File: config.mk
export PLATFORM = sky130hd
export DESIGN_NAME = excess3_arith_mod3_check
export DESIGN_NICKNAME = d
export VERILOG_FILES = /design/src/hw/excess3_pkg.sv /design/src/hw/excess3_arith_mod3_check.sv
export VERILOG_INCLUDE_DIRS = /design/src /design/src/hw
export SDC_FILE = /design/constraint.sdc
export NUM_CORES = 1
export LEC_CHECK = 0
export ABC_AREA = 1
export BUFFER_PORTS_ARGS = -buffer_cell sky130_fd_sc_hd__buf_2
export CAP_MARGIN = 0
export CORE_MARGIN = 8
export CORE_UTILIZATION = 40
export DETAILED_ROUTE_END_ITERATION = 6
export PLACE_DENSITY = 0.71
export SETUP_SLACK_MARGIN = 0.1
export SLEW_MARGIN = 0
export SYNTH_ARGS = -nofsm -noshare
export SYNTH_HDL_FRONTEND = slang
export SYNTH_SLANG_ARGS = --single-unit
File: constraint.sdc
create_clock -name mclk -period 2.4 [get_ports mclk]
set_input_delay 0 -clock mclk [delete_from_list [all_inputs] [get_ports mclk]]
set_output_delay 0 -clock mclk [all_outputs]
set_load 0.01 [all_outputs]
File: src/hw/excess3_cfg.svh
// Purpose: constants of the decimal datapath and residue checker
// Assumes: 100 MHz mclk, 4 us memory cycle
// Notes:   definitions only
`ifndef EXCESS3_CFG_SVH
`define EXCESS3_CFG_SVH

`define CLK_NS 10
`define MEM_CYCLE_NS 4000
`define CLKS_PER_MEM ((`MEM_CYCLE_NS + `CLK_NS - 1) / `CLK_NS)

`define INFO_BITS 25
`define CHECK_BITS 2
`define DIGITS 6
`define DIGIT_BITS 24
`define SIGN_POS 24

`define DEC_ZERO 4'h3
`define BIN_ZERO 4'h0
`define BIN_ONE 4'h1
`define BIN_TWO 4'h2
`define CARRY_IN 4'h1
`define CORR_CARRY 4'h3
`define CORR_NO_CARRY 4'hd
`define EX3_BIAS 4'h3

`define ADJ_LIMIT 4'h5
`define NINE 4'h9
`define MUL_OVERHEAD 6'h07
`define DIV_OVERHEAD 6'h05

`endif

File: src/hw/excess3_pkg.sv
// Purpose: types shared by the decimal datapath and its bench
// Assumes: widths are written out here to match excess3_cfg.svh, not taken from it
// Notes:   sign sits above six excess-three digits
package excess3_pkg;

    typedef struct packed {
        logic sign;
        logic [23:0] digits;
        logic [1:0] check;
    } word_type;

    typedef enum logic [1:0] {
        op_add,
        op_sub,
        op_mul,
        op_div
    } op_type;

    typedef struct packed {
        logic valid;
        op_type op;
        word_type reg_word;
        word_type mem_word;
        logic [23:0] quotient;
    } req_type;

    typedef struct packed {
        logic valid;
        word_type word;
    } xfer_type;

    typedef struct packed {
        logic carry;
        logic [23:0] raw;
        logic [23:0] sum;
    } dec_out_type;

    typedef enum logic {
        st_idle,
        st_run
    } state_type;

endpackage : excess3_pkg

File: src/hw/excess3_arith_mod3_check.sv
// Purpose: excess-three add/subtract, modulo-3 residue check, and
//          multiply/divide duration from multiplier and quotient
// Assumes: requests come from the sequencer on mclk, never while busy
// Notes:   full multiply/divide digit work lives elsewhere
`timescale 1ns/1ps
`include "excess3_cfg.svh"

module excess3_arith_mod3_check #(
    parameter int CLKS_PER_MEM = `CLKS_PER_MEM
) (
    input wire logic mclk,
    input wire logic rstn,
    input wire excess3_pkg::req_type req,
    input wire excess3_pkg::xfer_type xfer,
    output excess3_pkg::word_type result_q,
    output logic [23:0] second_arith_register_q,
    output logic [5:0] mem_cycles_q,
    output logic recomp_q,
    output logic busy_q,
    output logic done_q,
    output logic mod3_err_q
);

    // ********************************************************
    // arithmetic functions
    // ********************************************************

    function automatic logic [1:0] add3(
        input logic [1:0] a,
        input logic [1:0] b
    );
        logic [2:0] s;
        s = {1'b0, a} + {1'b0, b};
        add3 = (s >= 3'h3) ? 2'(s - 3'h3) : s[1:0];
    endfunction : add3

    function automatic logic [1:0] neg3(input logic [1:0] r);
        neg3 = (r == 2'h0) ? 2'h0 : 2'(2'h3 - r);
    endfunction : neg3

    // remainder of a 25-bit value by weighting set bits
    function automatic logic [1:0] res25(input logic [24:0] v);
        logic [1:0] r;
        r = 2'h0;
        for (int i = 0; i < `INFO_BITS; i++) begin
            if (v[i]) begin
                r = add3(r, (i % 2 == 0) ? 2'h1 : 2'h2);
            end
        end
        res25 = r;
    endfunction : res25

    // whole word must come out a multiple of three
    function automatic logic word_bad(input excess3_pkg::word_type w);
        word_bad = add3(res25({w.sign, w.digits}), w.check) != 2'h0;
    endfunction : word_bad

    // residue of the digits alone, from the carried check field
    function automatic logic [1:0] digit_res(
        input excess3_pkg::word_type w
    );
        digit_res = add3(neg3(w.check), neg3({1'b0, w.sign}));
    endfunction : digit_res

    function automatic logic [23:0] conv(
        input logic [23:0] d,
        input logic from_mem
    );
        logic [3:0] c;
        conv = d;
        for (int i = 0; i < `DIGITS; i++) begin
            c = d[4*i +: 4];
            if (c == `BIN_ZERO || (from_mem &&
                (c == `BIN_ONE || c == `BIN_TWO))) begin
                conv[4*i +: 4] = `DEC_ZERO;
            end
        end
    endfunction : conv

    function automatic excess3_pkg::dec_out_type dec_core(
        input logic [23:0] a,
        input logic [23:0] b,
        input logic sub
    );
        logic [4:0] s;
        logic c;
        logic [5:0] dc;
        excess3_pkg::dec_out_type o;
        c = 1'b0;
        dc = 6'h00;
        o = '0;
        for (int i = 0; i < `DIGITS; i++) begin
            s = {1'b0, a[4*i +: 4]} + {1'b0, b[4*i +: 4]}
                + {4'h0, c};
            if (i == 0) begin
                s = 5'(s + {1'b0, `CARRY_IN});
            end
            o.raw[4*i +: 4] = s[3:0];
            dc[i] = s[4];
            c = s[4];
        end
        o.carry = c;
        for (int i = 0; i < `DIGITS; i++) begin
            // correction carries never leave their digit
            if (sub ? c : dc[i]) begin
                o.sum[4*i +: 4] = 4'(o.raw[4*i +: 4] + `CORR_CARRY);
            end else begin
                o.sum[4*i +: 4] = 4'(o.raw[4*i +: 4] + `CORR_NO_CARRY);
            end
        end
        dec_core = o;
    endfunction : dec_core

    // binary adder stage agrees with the operand residues
    function automatic logic adder_bad(
        input logic [23:0] a,
        input logic [23:0] b,
        input excess3_pkg::dec_out_type o
    );
        logic [1:0] want;
        want = add3(add3(res25({1'b0, a}), res25({1'b0, b})), 2'h1);
        adder_bad = res25({o.carry, o.raw}) != want;
    endfunction : adder_bad

    // non-numeric codes count as zero for timing
    function automatic logic [3:0] val(input logic [3:0] code);
        val = (code >= `EX3_BIAS && code <= 4'hc) ?
              4'(code - `EX3_BIAS) : 4'h0;
    endfunction : val

    function automatic logic [5:0] mul_cycles(input logic [23:0] m);
        logic [3:0] n;
        logic [3:0] adj;
        logic [3:0] prev;
        logic force_inc;
        logic [5:0] t;
        prev = 4'h0;
        force_inc = 1'b0;
        t = `MUL_OVERHEAD;
        for (int i = 0; i < `DIGITS; i++) begin
            n = val(m[4*i +: 4]);
            adj = n;
            if (i > 0 && (prev >= `ADJ_LIMIT || force_inc)) begin
                adj = (n == `NINE) ? 4'h0 : 4'(n + 4'h1);
            end
            force_inc = (i > 0) && (prev >= `ADJ_LIMIT || force_inc)
                        && (n == `NINE);
            prev = adj;
            case (adj)
                4'h3, 4'h4, 4'h6, 4'h7: t = 6'(t + 6'h3);
                4'h5: t = 6'(t + 6'h4);
                default: t = 6'(t + 6'h2);
            endcase
        end
        mul_cycles = t;
    endfunction : mul_cycles

    function automatic logic [5:0] div_cycles(input logic [23:0] q);
        logic [3:0] n;
        logic [3:0] up;
        logic [5:0] t;
        t = `DIV_OVERHEAD;
        for (int i = 0; i < `DIGITS; i++) begin
            n = val(q[4*i +: 4]);
            up = val(4'(q >> (4 * i + 4)));
            if (i == `DIGITS - 1 || up[0]) begin
                t = 6'(t + ((n < 4'h2) ? 6'h2 : (n < 4'h4) ? 6'h3 :
                            (n < 4'h6) ? 6'h4 : 6'h5));
            end else begin
                t = 6'(t + ((n < 4'h4) ? 6'h5 : (n < 4'h6) ? 6'h4 :
                            (n < 4'h8) ? 6'h3 : 6'h2));
            end
        end
        div_cycles = t;
    endfunction : div_cycles

    // ********************************************************
    // decode, sequencing and results
    // ********************************************************

    logic take;
    logic add_path;
    logic [23:0] a_cv;
    logic [23:0] b_cv;
    excess3_pkg::dec_out_type pass1;
    excess3_pkg::dec_out_type pass2;
    logic need_recomp;
    logic arith_bad;
    logic [5:0] cycles_d;
    excess3_pkg::word_type result_d;
    logic [23:0] zero_word;
    excess3_pkg::state_type state_q;
    logic [15:0] count_q;
    assign take = req.valid && state_q == excess3_pkg::st_idle;
    assign zero_word = {`DIGITS{`DEC_ZERO}};
    assign add_path = (req.op == excess3_pkg::op_add) ==
                      (req.reg_word.sign == req.mem_word.sign);
    assign a_cv = conv(req.reg_word.digits, 1'b0);
    assign b_cv = conv(req.mem_word.digits, 1'b1);
    assign pass1 = dec_core(a_cv, add_path ? b_cv : ~b_cv, !add_path);
    assign pass2 = dec_core(zero_word, ~pass1.sum, 1'b1);
    assign need_recomp = !add_path && !pass1.carry;

    always_comb begin
        arith_bad = word_bad(req.reg_word)
                    || res25({1'b0, b_cv}) != digit_res(req.mem_word);
        arith_bad = arith_bad ||
                    adder_bad(a_cv, add_path ? b_cv : ~b_cv, pass1);
        if (need_recomp) begin
            arith_bad = arith_bad ||
                        adder_bad(zero_word, ~pass1.sum, pass2);
        end
        result_d = req.reg_word;
        cycles_d = 6'h00;
        case (req.op)
            excess3_pkg::op_mul: begin
                cycles_d = mul_cycles(req.reg_word.digits);
                arith_bad = 1'b0;
            end
            excess3_pkg::op_div: begin
                cycles_d = div_cycles(req.quotient);
                arith_bad = 1'b0;
            end
            default: begin
                result_d.digits = need_recomp ? pass2.sum : pass1.sum;
                result_d.sign = req.reg_word.sign ^ need_recomp;
                cycles_d = need_recomp ? 6'h01 : 6'h00;
            end
        endcase
        result_d.check = neg3(res25({result_d.sign, result_d.digits}));
    end

    always_ff @(posedge mclk or negedge rstn) begin
        if (!rstn) begin
            state_q <= excess3_pkg::st_idle;
            count_q <= 16'h0000;
            busy_q <= 1'b0;
            done_q <= 1'b0;
        end else begin
            done_q <= 1'b0;
            case (state_q)
                excess3_pkg::st_idle: begin
                    if (take && cycles_d != 6'h00) begin
                        state_q <= excess3_pkg::st_run;
                        busy_q <= 1'b1;
                        count_q <= 16'(32'(cycles_d) * CLKS_PER_MEM - 1);
                    end else if (take) begin
                        done_q <= 1'b1;
                    end
                end
                excess3_pkg::st_run: begin
                    if (count_q == 16'h0000) begin
                        state_q <= excess3_pkg::st_idle;
                        busy_q <= 1'b0;
                        done_q <= 1'b1;
                    end else begin
                        count_q <= 16'(count_q - 16'h0001);
                    end
                end
                default: begin
                    state_q <= excess3_pkg::st_idle;
                    busy_q <= 1'b0;
                end
            endcase
        end
    end

    always_ff @(posedge mclk or negedge rstn) begin
        if (!rstn) begin
            result_q <= '0;
            mem_cycles_q <= 6'h00;
            recomp_q <= 1'b0;
        end else if (take) begin
            result_q <= result_d;
            mem_cycles_q <= cycles_d;
            recomp_q <= need_recomp && req.op != excess3_pkg::op_mul
                        && req.op != excess3_pkg::op_div;
        end
    end

    // quotient lands as the divide finishes, not when it starts
    logic [23:0] quot_hold_q;
    logic div_run_q;
    always_ff @(posedge mclk or negedge rstn) begin
        if (!rstn) begin
            quot_hold_q <= 24'h000000;
            div_run_q <= 1'b0;
            second_arith_register_q <= 24'h000000;
        end else begin
            if (take) begin
                quot_hold_q <= req.quotient;
                div_run_q <= req.op == excess3_pkg::op_div;
            end
            if (state_q == excess3_pkg::st_run && count_q == 16'h0000
                && div_run_q) begin
                second_arith_register_q <= quot_hold_q;
            end
        end
    end

    always_ff @(posedge mclk or negedge rstn) begin
        if (!rstn) begin
            mod3_err_q <= 1'b0;
        end else begin
            mod3_err_q <= (xfer.valid && word_bad(xfer.word))
                          || (take && arith_bad);
        end
    end

endmodule : excess3_arith_mod3_check

======== After elaboration in Yosys (flattened, before gate mapping) ========
Index checks and enable logic that the tools add are counted.
operators by class
  add/subtract/negate cells ............... 556
  multipliers ............................. 1
  order comparisons ....................... 282
  equal/unequal tests ..................... 59
  mux-type cells .......................... 645
  bitwise logic cells ..................... 4
  reductions and logical operators ........ 75
operators with widths
  kind                 number
  $mux 2               506
  $ge 3x2->1 const B   230
  $sub 2x2->2 const B  230
  $add 2x1->3 const B  111
  $add 2x2->3 const B  107
  $mux 4               52
  $eq 4x3->1 const B   24
  $mux 6               14
  $pmux 6 s2           6
  $mux 3               22
  $add 6x2->6 const B  10
  $add 6x3->6          9
  $add 5x1->5          10
  $add 4x2->4 const B  12
  $add 4x4->4 const B  12
  $eq 4x2->1 const B   12
  $ge 4x2->1 const B   12
  $le 4x4->1 const B   12
  $logic_not 4->1      12
  $lt 4x3->1 const B   12
  $mux 24              2
  $not 24->24          2
  $sub 4x2->4 const B  12
  $mux 1               35
  40 further kinds     156
storage, ports and cells
  register bits after elaboration ......... 103
  output and inout bits ................... 61
  logic and storage cells ................. 1,635

======== Longest topological paths before layout ========
Gate-level depths: netlist (run 1).
  depth in word-level cells ............... 146
  mapped depth ............................ 142
  gate-level depth less buffers ........... 139

======== Worst setup path before layout (run 1) ========
No wires, ideal clock.
  kind .................................... input-to-reg
  from .................................... input req[50] (netlist bit)
  to ...................................... register result_q[0] (netlist bit)
  setup time .............................. 0.065 ns
  data arrival time ....................... 23.088 ns
  required time ........................... 2.335 ns
  setup slack ............................. -20.753 ns
  stages .................................. 136
  cell sequence ........................... xnor2_1 > o21ai_2 > nand2_8 > buf_4 > buf_1 > xor2_1 > inv_1 > ha_1 > fa_1 > nor2_1 > a211oi_1 > fa_1 > fa_1 > o21ai_0 > a21oi_1 > fa_1 > fa_1 > o21a_1 > [100 not listed] > nand2_1 > nand2_1 > nand2_1 > ha_1 > or2_2 > nand2_2 > nand2_1 > nand2_1 > nand2_1 > nand2_1 > nand3_1 > nand2_1 > inv_1 > ha_1 > or2_2 > a21oi_1 > nand3_1 > nand2_1
RTL lines
  what                    RTL line                         text
  start: declaration      excess3_arith_mod3_check.sv:13   input wire excess3_pkg::req_type req,
  end signal: assignment  excess3_arith_mod3_check.sv:274  result_q <= result_d;
  end: declaration        excess3_arith_mod3_check.sv:15   output excess3_pkg::word_type result_q,

==> out/metrics.csv, run 1 <==
metric,value,unit
Layout Nets,4663,
Worst Hold Launch,req[23],
worst hold path depth,4,
"top cells by area, synth","ha_1 21%, nand2_1 14%, dfrtp_1 12%",
layout overhead on the synthesized area,47.8,%
Final Non-Filler Cells,4860,
clk buf depth,2,
GPL Wtd Cong,0.907,
Crit Reg-Reg Endpoint,second_arith_register_q[19],
core region area,52700,µm²
total number of yosys warnings,0,
final hold violation count,0,
clock transition at the registers of the reported paths,0.08,ns
Avg WL per Cell,12.7,µm
Unique masters post-synth,70,
maximum fanout along the worst path,4,
synthesis-stage register bit count,103,
final core utilization,59.8,%
share of layout cells above drive strength 1,37.3,%
RSZ-0062 raised after global routing,yes,
Via density,4.90,
Syn Nets,3701,
initial drt markers,1033,
initial antenna violation count,2,
Worst Slack Setup Final,-17.80,ns
Async SR Flop Fraction,100,%
met2 Resource Use GR,34.1,%
Vias,23800,
fin crit share,841,%
CTS tree,done,
slowest CP cell,fa_2,
grt ovf,0,
number of synthesized flops with an enable pin,0,
post-synthesis sequential area ratio,12.1,%
most common cell in the netlist,nand2_1,
first-pass GRT wire length,98400,µm
DIE HEIGHT,247,µm
fmax,49.5,MHz
outcome,"complete, but fails checks",
r2r startpoint,count_q[0],
Initial DRT Pass Iterations,7,
R2R depth,16,
DP HPWL,49100,µm
Max Cap Viol,0,
Starting Density,40.5,%
Worst-Skew Late Latency,0.38,ns
M3 GR Usage,1.28,%
final setup violation count,73,
met1 Usage GRT,24.0,%
DRC violations left,0,
synthesized area,21300,µm²
max incr delay on CP,0.37,ns
Ant. Diodes,0,
"reg-to-reg slack, setup",-0.03,ns
CP Buf/Inv Count,12,
root buffer cell,clkbuf_16,
GR peak layer,met2,
Synth top area share,21.1,%
CP startpoint kind,input port,
total track usage,18.7,%
Crit path max-delay family,adder cells,
syn avg cell area,6.65,µm²
Port Buf Inserts,171,
CP Class,input port to flop,
Ports,172,
CTS Buf Count,9,
post-route ant nets,0,
CP arrival,20.50,ns
Die Wd,247,µm
worst path required time,2.71,ns
Routed WL,61800,µm
post-placement cell count,4753,
Synth top cells by count,"784 x nand2_1, 469 x inv_1, 359 x ha_1",
post-synth top area cell,ha_1,
Post-Syn Instances,3205,
vias in the first global route,22600,
Worst Hold End,quot_hold_q[23],
H-tree depth,3,
Final Max Slew Viols,0,
Period minus WS final,20.20,ns
DIE AREA,60900,µm²
Crit. End Element,flop,
Placement Rows,84,
failing checks,negative setup slack,
Clock Skew,0.0184,ns
HP Class,input port to flop,
Slew Limit Headroom,52.7,%
top_reg_cell synth,dfrtp_1,
clk sinks,103,
Crit path top cell by count,nand2_2,
slew of the pin with the lowest slew margin,0.709,ns
largest net degree at the start of global routing,74,
## layer usage
layer  wire length, µm  share of wire (%)
met5                 0                  0
met4              1190                1.9
met2             30100                 49
met1             28300                 46
met3              2170                3.5
## cells by family after synthesis
group / after synthesis / synth area share [%]
AO/OA/AOI/OAI: 577 / 15.3
XOR/XNOR: 126 / 5.53
adder cells (fa/ha/maj): 385 / 23.5
buffers and inverters: 550 / 10.2
flip-flops: 103 / 12.1
multiplexers: 105 / 5.12
AND/OR/NAND/NOR: 1359 / 28.2
## cell type report
class / instances / area [µm²]
Clock buffer: 9 / 225
Clock inverter: 7 / 92.6
Fill cell: 4486 / 21200
Inverter: 485 / 1860
Multi-Input combinational cell: 2552 / 18400
Sequential cell: 103 / 2580
Tap cell: 688 / 861
Timing Repair Buffer: 1016 / 7440
## worst min-delay path: stages
cell and delay, ns:
buf_2 0.11, inv_1 0.06, buf_4 0.11, o21ai_0 0.07
## through the flow
| step | hold slack [ns] | setup WS [ns] | setup TNS, ns | area, µm² |
|---|---|---|---|---|
| after CTS | 0.00210 | -17.64 | -387.43 | 30100 |
| after global routing | 0.0447 | -18.71 | -419.58 | 31500 |
| after global placement | 0.0893 | -17.82 | -411.57 | 29200 |
| after floorplan | -0.296 | -17.96 | -406.65 | 22200 |
| final | 0.0224 | -17.80 | -390.20 | 31500 |
| after detailed placement | 0.0935 | -18.22 | -419.86 | 29200 |
## timing repair
item,4_1_cts,5_1_grt
setup endpoints to repair,77,77
setup buffers,31,47
hold buffers,14,0
pin swaps,21,128
gates resized for setup,71,222
hold endpoints to repair,64,0
cloned,0,1
## how the worst max path moves through the flow
| stage | start | end | slack, ns | cells after the start |
|---|---|---|---|---|
| after floorplan | req[77] | result_q[0] | -17.96 | 135 |
| after global placement | req[77] | result_q[0] | -17.82 | 132 |
| after detailed placement | req[77] | result_q[0] | -18.22 | 132 |
| after CTS | req[50] | result_q[0] | -17.64 | 136 |
| after global routing | req[77] | result_q[1] | -18.71 | 135 |
| final | req[77] | result_q[0] | -17.80 | 131 |
## registers in the layout (all words and copies together), names as in the netlist
register / count
done_q: 1
recomp_q: 1
mod3_err_q: 1
div_run_q: 1
busy_q: 1
result_q: 27
second_arith_register_q: 24
state_q: 1
quot_hold_q: 24
mem_cycles_q: 6
count_q: 16
## placed cells by master (no fill, tap or decap), types with 22 or more instances in the layout
cell,n
buf_4,805
nand2_1,707
inv_1,439
ha_1,304
nor2_1,173
o21ai_1,169
buf_2,168
nand3_1,167
o21ai_0,137
dfrtp_1,103
a21oi_1,97
nand2_2,96
xor2_1,64
mux2i_1,64
ha_4,50
xnor2_1,41
o21ai_2,40
or2_2,40
inv_2,35
nand2_4,32
mux2_2,31
nand3_2,31
or2_4,28
nand3b_1,24
o211ai_1,24
a31oi_1,22
Power of run 1 is left out: the tool's default activity adds up to more than one toggle a clock period on the data nets, which glitch-free logic cannot reach.
==> inputs of run 2 (changes only) <==
--- a/config.mk
+++ b/config.mk
@@ -11,9 +11,11 @@
 export CAP_MARGIN = 0
 export CORE_MARGIN = 8
 export CORE_UTILIZATION = 40
+export CTS_CLUSTER_DIAMETER = 60
+export CTS_CLUSTER_SIZE = 20
 export DETAILED_ROUTE_END_ITERATION = 6
 export PLACE_DENSITY = 0.71
-export SETUP_SLACK_MARGIN = 0.1
+export SETUP_SLACK_MARGIN = 0.2
 export SLEW_MARGIN = 0
 export SYNTH_ARGS = -nofsm -noshare
 export SYNTH_HDL_FRONTEND = slang
==> run 2 against run 1 <==
  * The run still ends with negative setup slack left
  * Routed wire length rose by 0.39%
  * Critical path type unchanged
  * Non-clock buffer count did not move
  * Global-route usage did not move
  * Largest cell class unchanged
  * Critical path depth did not move
  * Worst setup slack got worse by 0.061 ns
  * Hold slack improved by 0.0013 ns
  * Register-to-register slack barely moved
  * Flip-flop and latch count did not move
==> out/metrics.csv, run 2 (synthesis results as in run 1) <==
metric,value,unit,change
Via density,4.92,,+0.33%
layout overhead on the synthesized area,48.0,%,
Largest regs,"result_q (27), quot_hold_q (24), second_arith_register_q (24)",,
clk buf depth,2,,unchanged
Starting Density,40.5,%,unchanged
fmax,49.4,MHz,-0.30%
GPL Wtd Cong,0.907,,unchanged
outcome,"complete, but fails checks",,
R2R depth,16,,unchanged
Final Max Slew Viols,0,,unchanged
Vias,23900,,+0.33%
DIE AREA,60900,µm²,unchanged
Ant. Diodes,0,,unchanged
Fillers,4471,,-0.33%
CP startpoint kind,input port,,
initial drt markers,1003,,-2.9%
H-tree depth,3,,unchanged
Largest register FFs,27,,unchanged
Placement Rows,84,,unchanged
CP arrival,20.56,ns,+0.06 ns
Clock Skew,0.0170,ns,-0.00149 ns
CTS tree,done,,
RSZ-0062 raised after global routing,yes,,
final setup violation count,74,,+1.4%
Avg WL per Cell,12.8,µm,+0.39%
max incr delay on CP,0.37,ns,about the same
DRC violations left,0,,unchanged
CP Class,input port to flop,,
grt ovf,0,,unchanged
share of layout cells above drive strength 1,37.4,%,+0.096 points
initial antenna violation count,2,,unchanged
Place WS,-18.22,ns,unchanged
DP HPWL,49100,µm,unchanged
Crit. End Element,flop,,
post-placement cell count,4753,,unchanged
Max Cap Viol,0,,unchanged
failing checks,negative setup slack,,
Worst Slack Setup Final,-17.86,ns,-0.0610 ns
largest net degree at the start of global routing,74,,unchanged
clk sinks,103,,unchanged
DIE HEIGHT,247,µm,unchanged
most frequent cells in the layout,"799 x buf_4, 706 x nand2_1, 437 x inv_1, 304 x ha_1, 173 x nor2_1",,
Final Non-Filler Cells,4860,,unchanged
Crit path top cell by count,nand2_2,,
worst hold path depth,4,,unchanged
final core utilization,59.9,%,+0.11 points
fin crit share,844,%,+2.5 points
slew of the pin with the lowest slew margin,0.708,ns,-0.000526 ns
slowest CP cell,fa_2,,
core region area,52700,µm²,unchanged
Port Buf Inserts,171,,unchanged
Slew Limit Headroom,52.8,%,about the same
Routed WL,62000,µm,+0.39%
final hold violation count,0,,unchanged
HP Class,input port to flop,,
Period minus WS final,20.26,ns,+0.0610 ns
"most common cell after layout, fill and taps aside",buf_4,,
worst path required time,2.71,ns,about the same
vias in the first global route,22600,,unchanged
Die Wd,247,µm,unchanged
maximum fanout along the worst path,4,,unchanged
post-route ant nets,0,,unchanged
root buffer cell,clkbuf_16,,
total track usage,18.7,%,unchanged
Biggest register,result_q,,
first-pass GRT wire length,98400,µm,unchanged
Post-DP Area,29200,µm²,unchanged
Initial DRT Pass Iterations,5,,-2
Worst-Skew Late Latency,0.37,ns,about the same
Layout Nets,4663,,unchanged
CTS Buf Count,9,,unchanged
Ports,172,,unchanged
clock transition at the registers of the reported paths,0.08,ns,about the same
Final Cell Area,31500,µm²,+0.18%
-- run 2: cell counts in the layout (fill, tap and decap cells not counted) --
Identical to the previous run, type by type.
-- run 2: final timing paths --
path / from / to / slack, ns
max in group asynchronous: rstn / result_q[19] / 1.50
worst min-delay path: req[23] / quot_hold_q[23] / 0.02
worst max register to register: count_q[0] / second_arith_register_q[11] / -0.03
min in group asynchronous: rstn / quot_hold_q[14] / 0.23
worst max-delay path: req[77] / result_q[0] / -17.86
worst min register to register: recomp_q / recomp_q / 0.48
-- run 2: per-stage QoR --
step                hold WS, ns  TNS, ns
global placement         0.0893  -411.57
finish                   0.0237  -391.06
detailed placement       0.0935  -419.86
global route             0.0447  -419.85
CTS                     0.00210  -387.43
floorplan                -0.296  -406.65
-- run 2: area by class of cell --
cell class                 count  area (µm²)  share of cell area [%]
clock buffer                   9         225                   0.714
inverter                     485        1860                    5.88
tap                          688         861                    2.73
multi-input combinational   2552       18400                    58.5
clock inverter                 7        92.6                   0.294
timing repair buffer        1016        7480                    23.7
sequential                   103        2580                    8.17
-- run 2: per-layer routing --
metal	share of wire, %	wire [µm]	GRT usage (%)
met4	2.0	1270	3.71
met1	45	28100	24.0
met3	3.7	2300	1.28
met2	49	30300	34.1
met5	0	0	0
-- run 2: critical path, delay by kind of cell --
family / cells / cell delay [ns]
XOR/XNOR: 5 / 0.92
buffers and inverters: 12 / 0.81
AND/OR/NAND/NOR: 60 / 7.09
adder cells (fa/ha/maj): 37 / 9.17
AO/OA/AOI/OAI: 17 / 2.54
-- run 2: what timing repair did --
action | 4_1_cts | 5_1_grt
endpoints found under the setup margin | 77 | 77
cloned | 0 | 1
hold buffers | 14 | 0
setup buffers | 31 | 45
resized for setup | 71 | 233
pin swaps | 21 | 129
endpoints found under the hold margin | 64 | 0
Power of run 2 is left out for the same reason.
==> inputs of run 3 (changes only) <==
--- a/config.mk
+++ b/config.mk
@@ -20,3 +20,4 @@
 export SYNTH_ARGS = -nofsm -noshare
 export SYNTH_HDL_FRONTEND = slang
 export SYNTH_SLANG_ARGS = --single-unit
+export TNS_END_PERCENT = 5
==> constraint.sdc (replaced) <==
create_clock -name mclk -period 2.4 [get_ports mclk]
set_input_delay 0 -clock mclk [delete_from_list [all_inputs] [get_ports mclk]]
set_output_delay 0 -clock mclk [all_outputs]
set_load 0.005 [all_outputs]
==> run 3 against run 2 <==
  * Critical path depth up 3
  * The run ends with design-rule violations, negative setup slack left
  * Worst setup slack better by 0.24 ns
  * Routed wire length down 2.8%
==> out/metrics.csv, run 3 (synthesis results as in run 1) <==
metric,value,unit,change
grt ovf,0,,unchanged
multi-input logic area,17800,µm²,-3.4%
Avg WL per Cell,12.4,µm,-2.9%
CP arrival,20.31,ns,-0.25 ns
CTS tree,done,,
vias in the first global route,22800,,+0.80%
Via density,4.85,,-1.4%
Final Cell Area,30800,µm²,-2.4%
Post-DP Area,29000,µm²,-0.64%
CP Class,input port to flop,,
outcome,"complete, but fails checks",,
Largest regs,"result_q (27), quot_hold_q (24), second_arith_register_q (24)",,
largest net degree at the start of global routing,57,,-23%
final core utilization,58.4,%,-1.4 points
slowest CP cell,fa_2,,
Biggest register,result_q,,
Worst Slack Setup Final,-17.61,ns,+0.243 ns
Clock Skew,0.0107,ns,-0.00621 ns
Worst-Skew Late Latency,0.36,ns,about the same
Largest register FFs,27,,unchanged
DIE AREA,60900,µm²,unchanged
HP Class,input port to flop,,
Placement Rows,84,,unchanged
share of layout cells above drive strength 1,35.0,%,-2.3 points
layout overhead on the synthesized area,44.5,%,
GPL Wtd Cong,0.880,,-3.0%
Period minus WS final,20.01,ns,-0.243 ns
most frequent cells in the layout,"821 x buf_4, 721 x nand2_1, 456 x inv_1, 325 x ha_1, 179 x nor2_1",,
CP startpoint kind,input port,,
"most common cell after layout, fill and taps aside",buf_4,,
fin crit share,834,%,-10 points
DRC violations left,1,,+1
Crit path top cell by count,nand2_2,,
sequential cell area,2580,µm²,unchanged
clk sinks,103,,unchanged
final hold violation count,0,,unchanged
clock transition at the registers of the reported paths,0.07,ns,about the same
slew of the pin with the lowest slew margin,0.695,ns,-0.0135 ns
Die Wd,247,µm,unchanged
initial antenna violation count,3,,+1
Place WS,-18.29,ns,-0.0744 ns
setup TNS,-384.75,ns,+6.31 ns
failing checks,"design-rule violations, negative setup slack",,
fmax,50.0,MHz,+1.2%
Port Buf Inserts,171,,unchanged
DIE HEIGHT,247,µm,unchanged
worst path required time,2.70,ns,about the same
max incr delay on CP,0.37,ns,about the same
maximum fanout along the worst path,4,,unchanged
Crit. End Element,flop,,
Vias,23600,,-1.3%
Slew Limit Headroom,53.7,%,+0.90 points
Routed WL,60300,µm,-2.8%
Fillers,4632,,+3.6%
post-route ant nets,0,,unchanged
final setup violation count,77,,+4.1%
DP HPWL,48900,µm,-0.25%
Max Cap Viol,0,,unchanged
Ports,172,,unchanged
clk buf depth,2,,unchanged
first-pass GRT wire length,101000,µm,+2.2%
Starting Density,40.5,%,unchanged
RSZ-0062 raised after global routing,yes,,
root buffer cell,clkbuf_16,,
Layout Nets,4667,,+0.086%
CTS Buf Count,9,,unchanged
core region area,52700,µm²,unchanged
Final Max Slew Viols,0,,unchanged
CP Buf/Inv Count,12,,unchanged
Crit path max-delay family,adder cells,,
H-tree depth,3,,unchanged
Initial DRT Pass Iterations,7,,+2
initial drt markers,876,,-13%
total track usage,19.1,%,+0.42 points
## run 3: area by class of cell
type / instances / share of cell area (%)
diodes: 2 / 0.0163
clock buffers: 10 / 0.777
clock inverters: 4 / 0.102
inverters: 485 / 5.98
multi-input cells: 2552 / 57.9
flip-flops and latches: 103 / 8.38
well taps: 688 / 2.80
repair buffers: 1020 / 24.1
## run 3: path summary, 6_finish.rpt
| kind | startpoint | to | slack [ns] | cells after the start |
|---|---|---|---|---|
| max | req[77] | result_q[0] | -17.61 | 134 |
| min | req[22] | quot_hold_q[22] | 0.04 | 4 |
| max reg2reg | count_q[1] | second_arith_register_q[16] | -0.09 | 16 |
| min reg2reg | busy_q | busy_q | 0.48 | 2 |
| max in group asynchronous | rstn | result_q[21] | 1.65 | 3 |
| min in group asynchronous | rstn | second_arith_register_q[15] | 0.11 | 2 |
## run 3: metal layers
| metal | global-route usage (%) | vias up | routed length, µm |
|---|---|---|---|
| li1 | - | 12400 | - |
| met1 | 24.0 | 10700 | 27600 |
| met2 | 35.0 | 390 | 29200 |
| met3 | 1.86 | 78 | 2330 |
| met4 | 4.00 | 2 | 1110 |
| met5 | 0 | - | 12 |
## run 3: tightest hold or removal path, cell delays in order
cell and delay (ns):
buf_2 0.12, inv_1 0.06, buf_4 0.09, o21ai_0 0.07
## run 3: per-stage QoR
step	instances	hold slack (ns)
detailed placement	4772	-0.0528
global route	4862	0.0454
global placement	4772	-0.0627
finish	4864	0.0359
CTS	4849	0.0176
floorplan	3205	-0.296
## run 3: what timing repair did
| action | 4_1_cts | 5_1_grt |
|---|---|---|
| cloned | 0 | 0 |
| hold buffers | 10 | 0 |
| buffers inserted | 53 | 13 |
| pin swaps | 72 | 64 |
| endpoints found under the hold margin | 112 | 0 |
| setup endpoints to repair | 77 | 77 |
| resized for setup | 100 | 134 |
Power of run 3 is left out for the same reason.
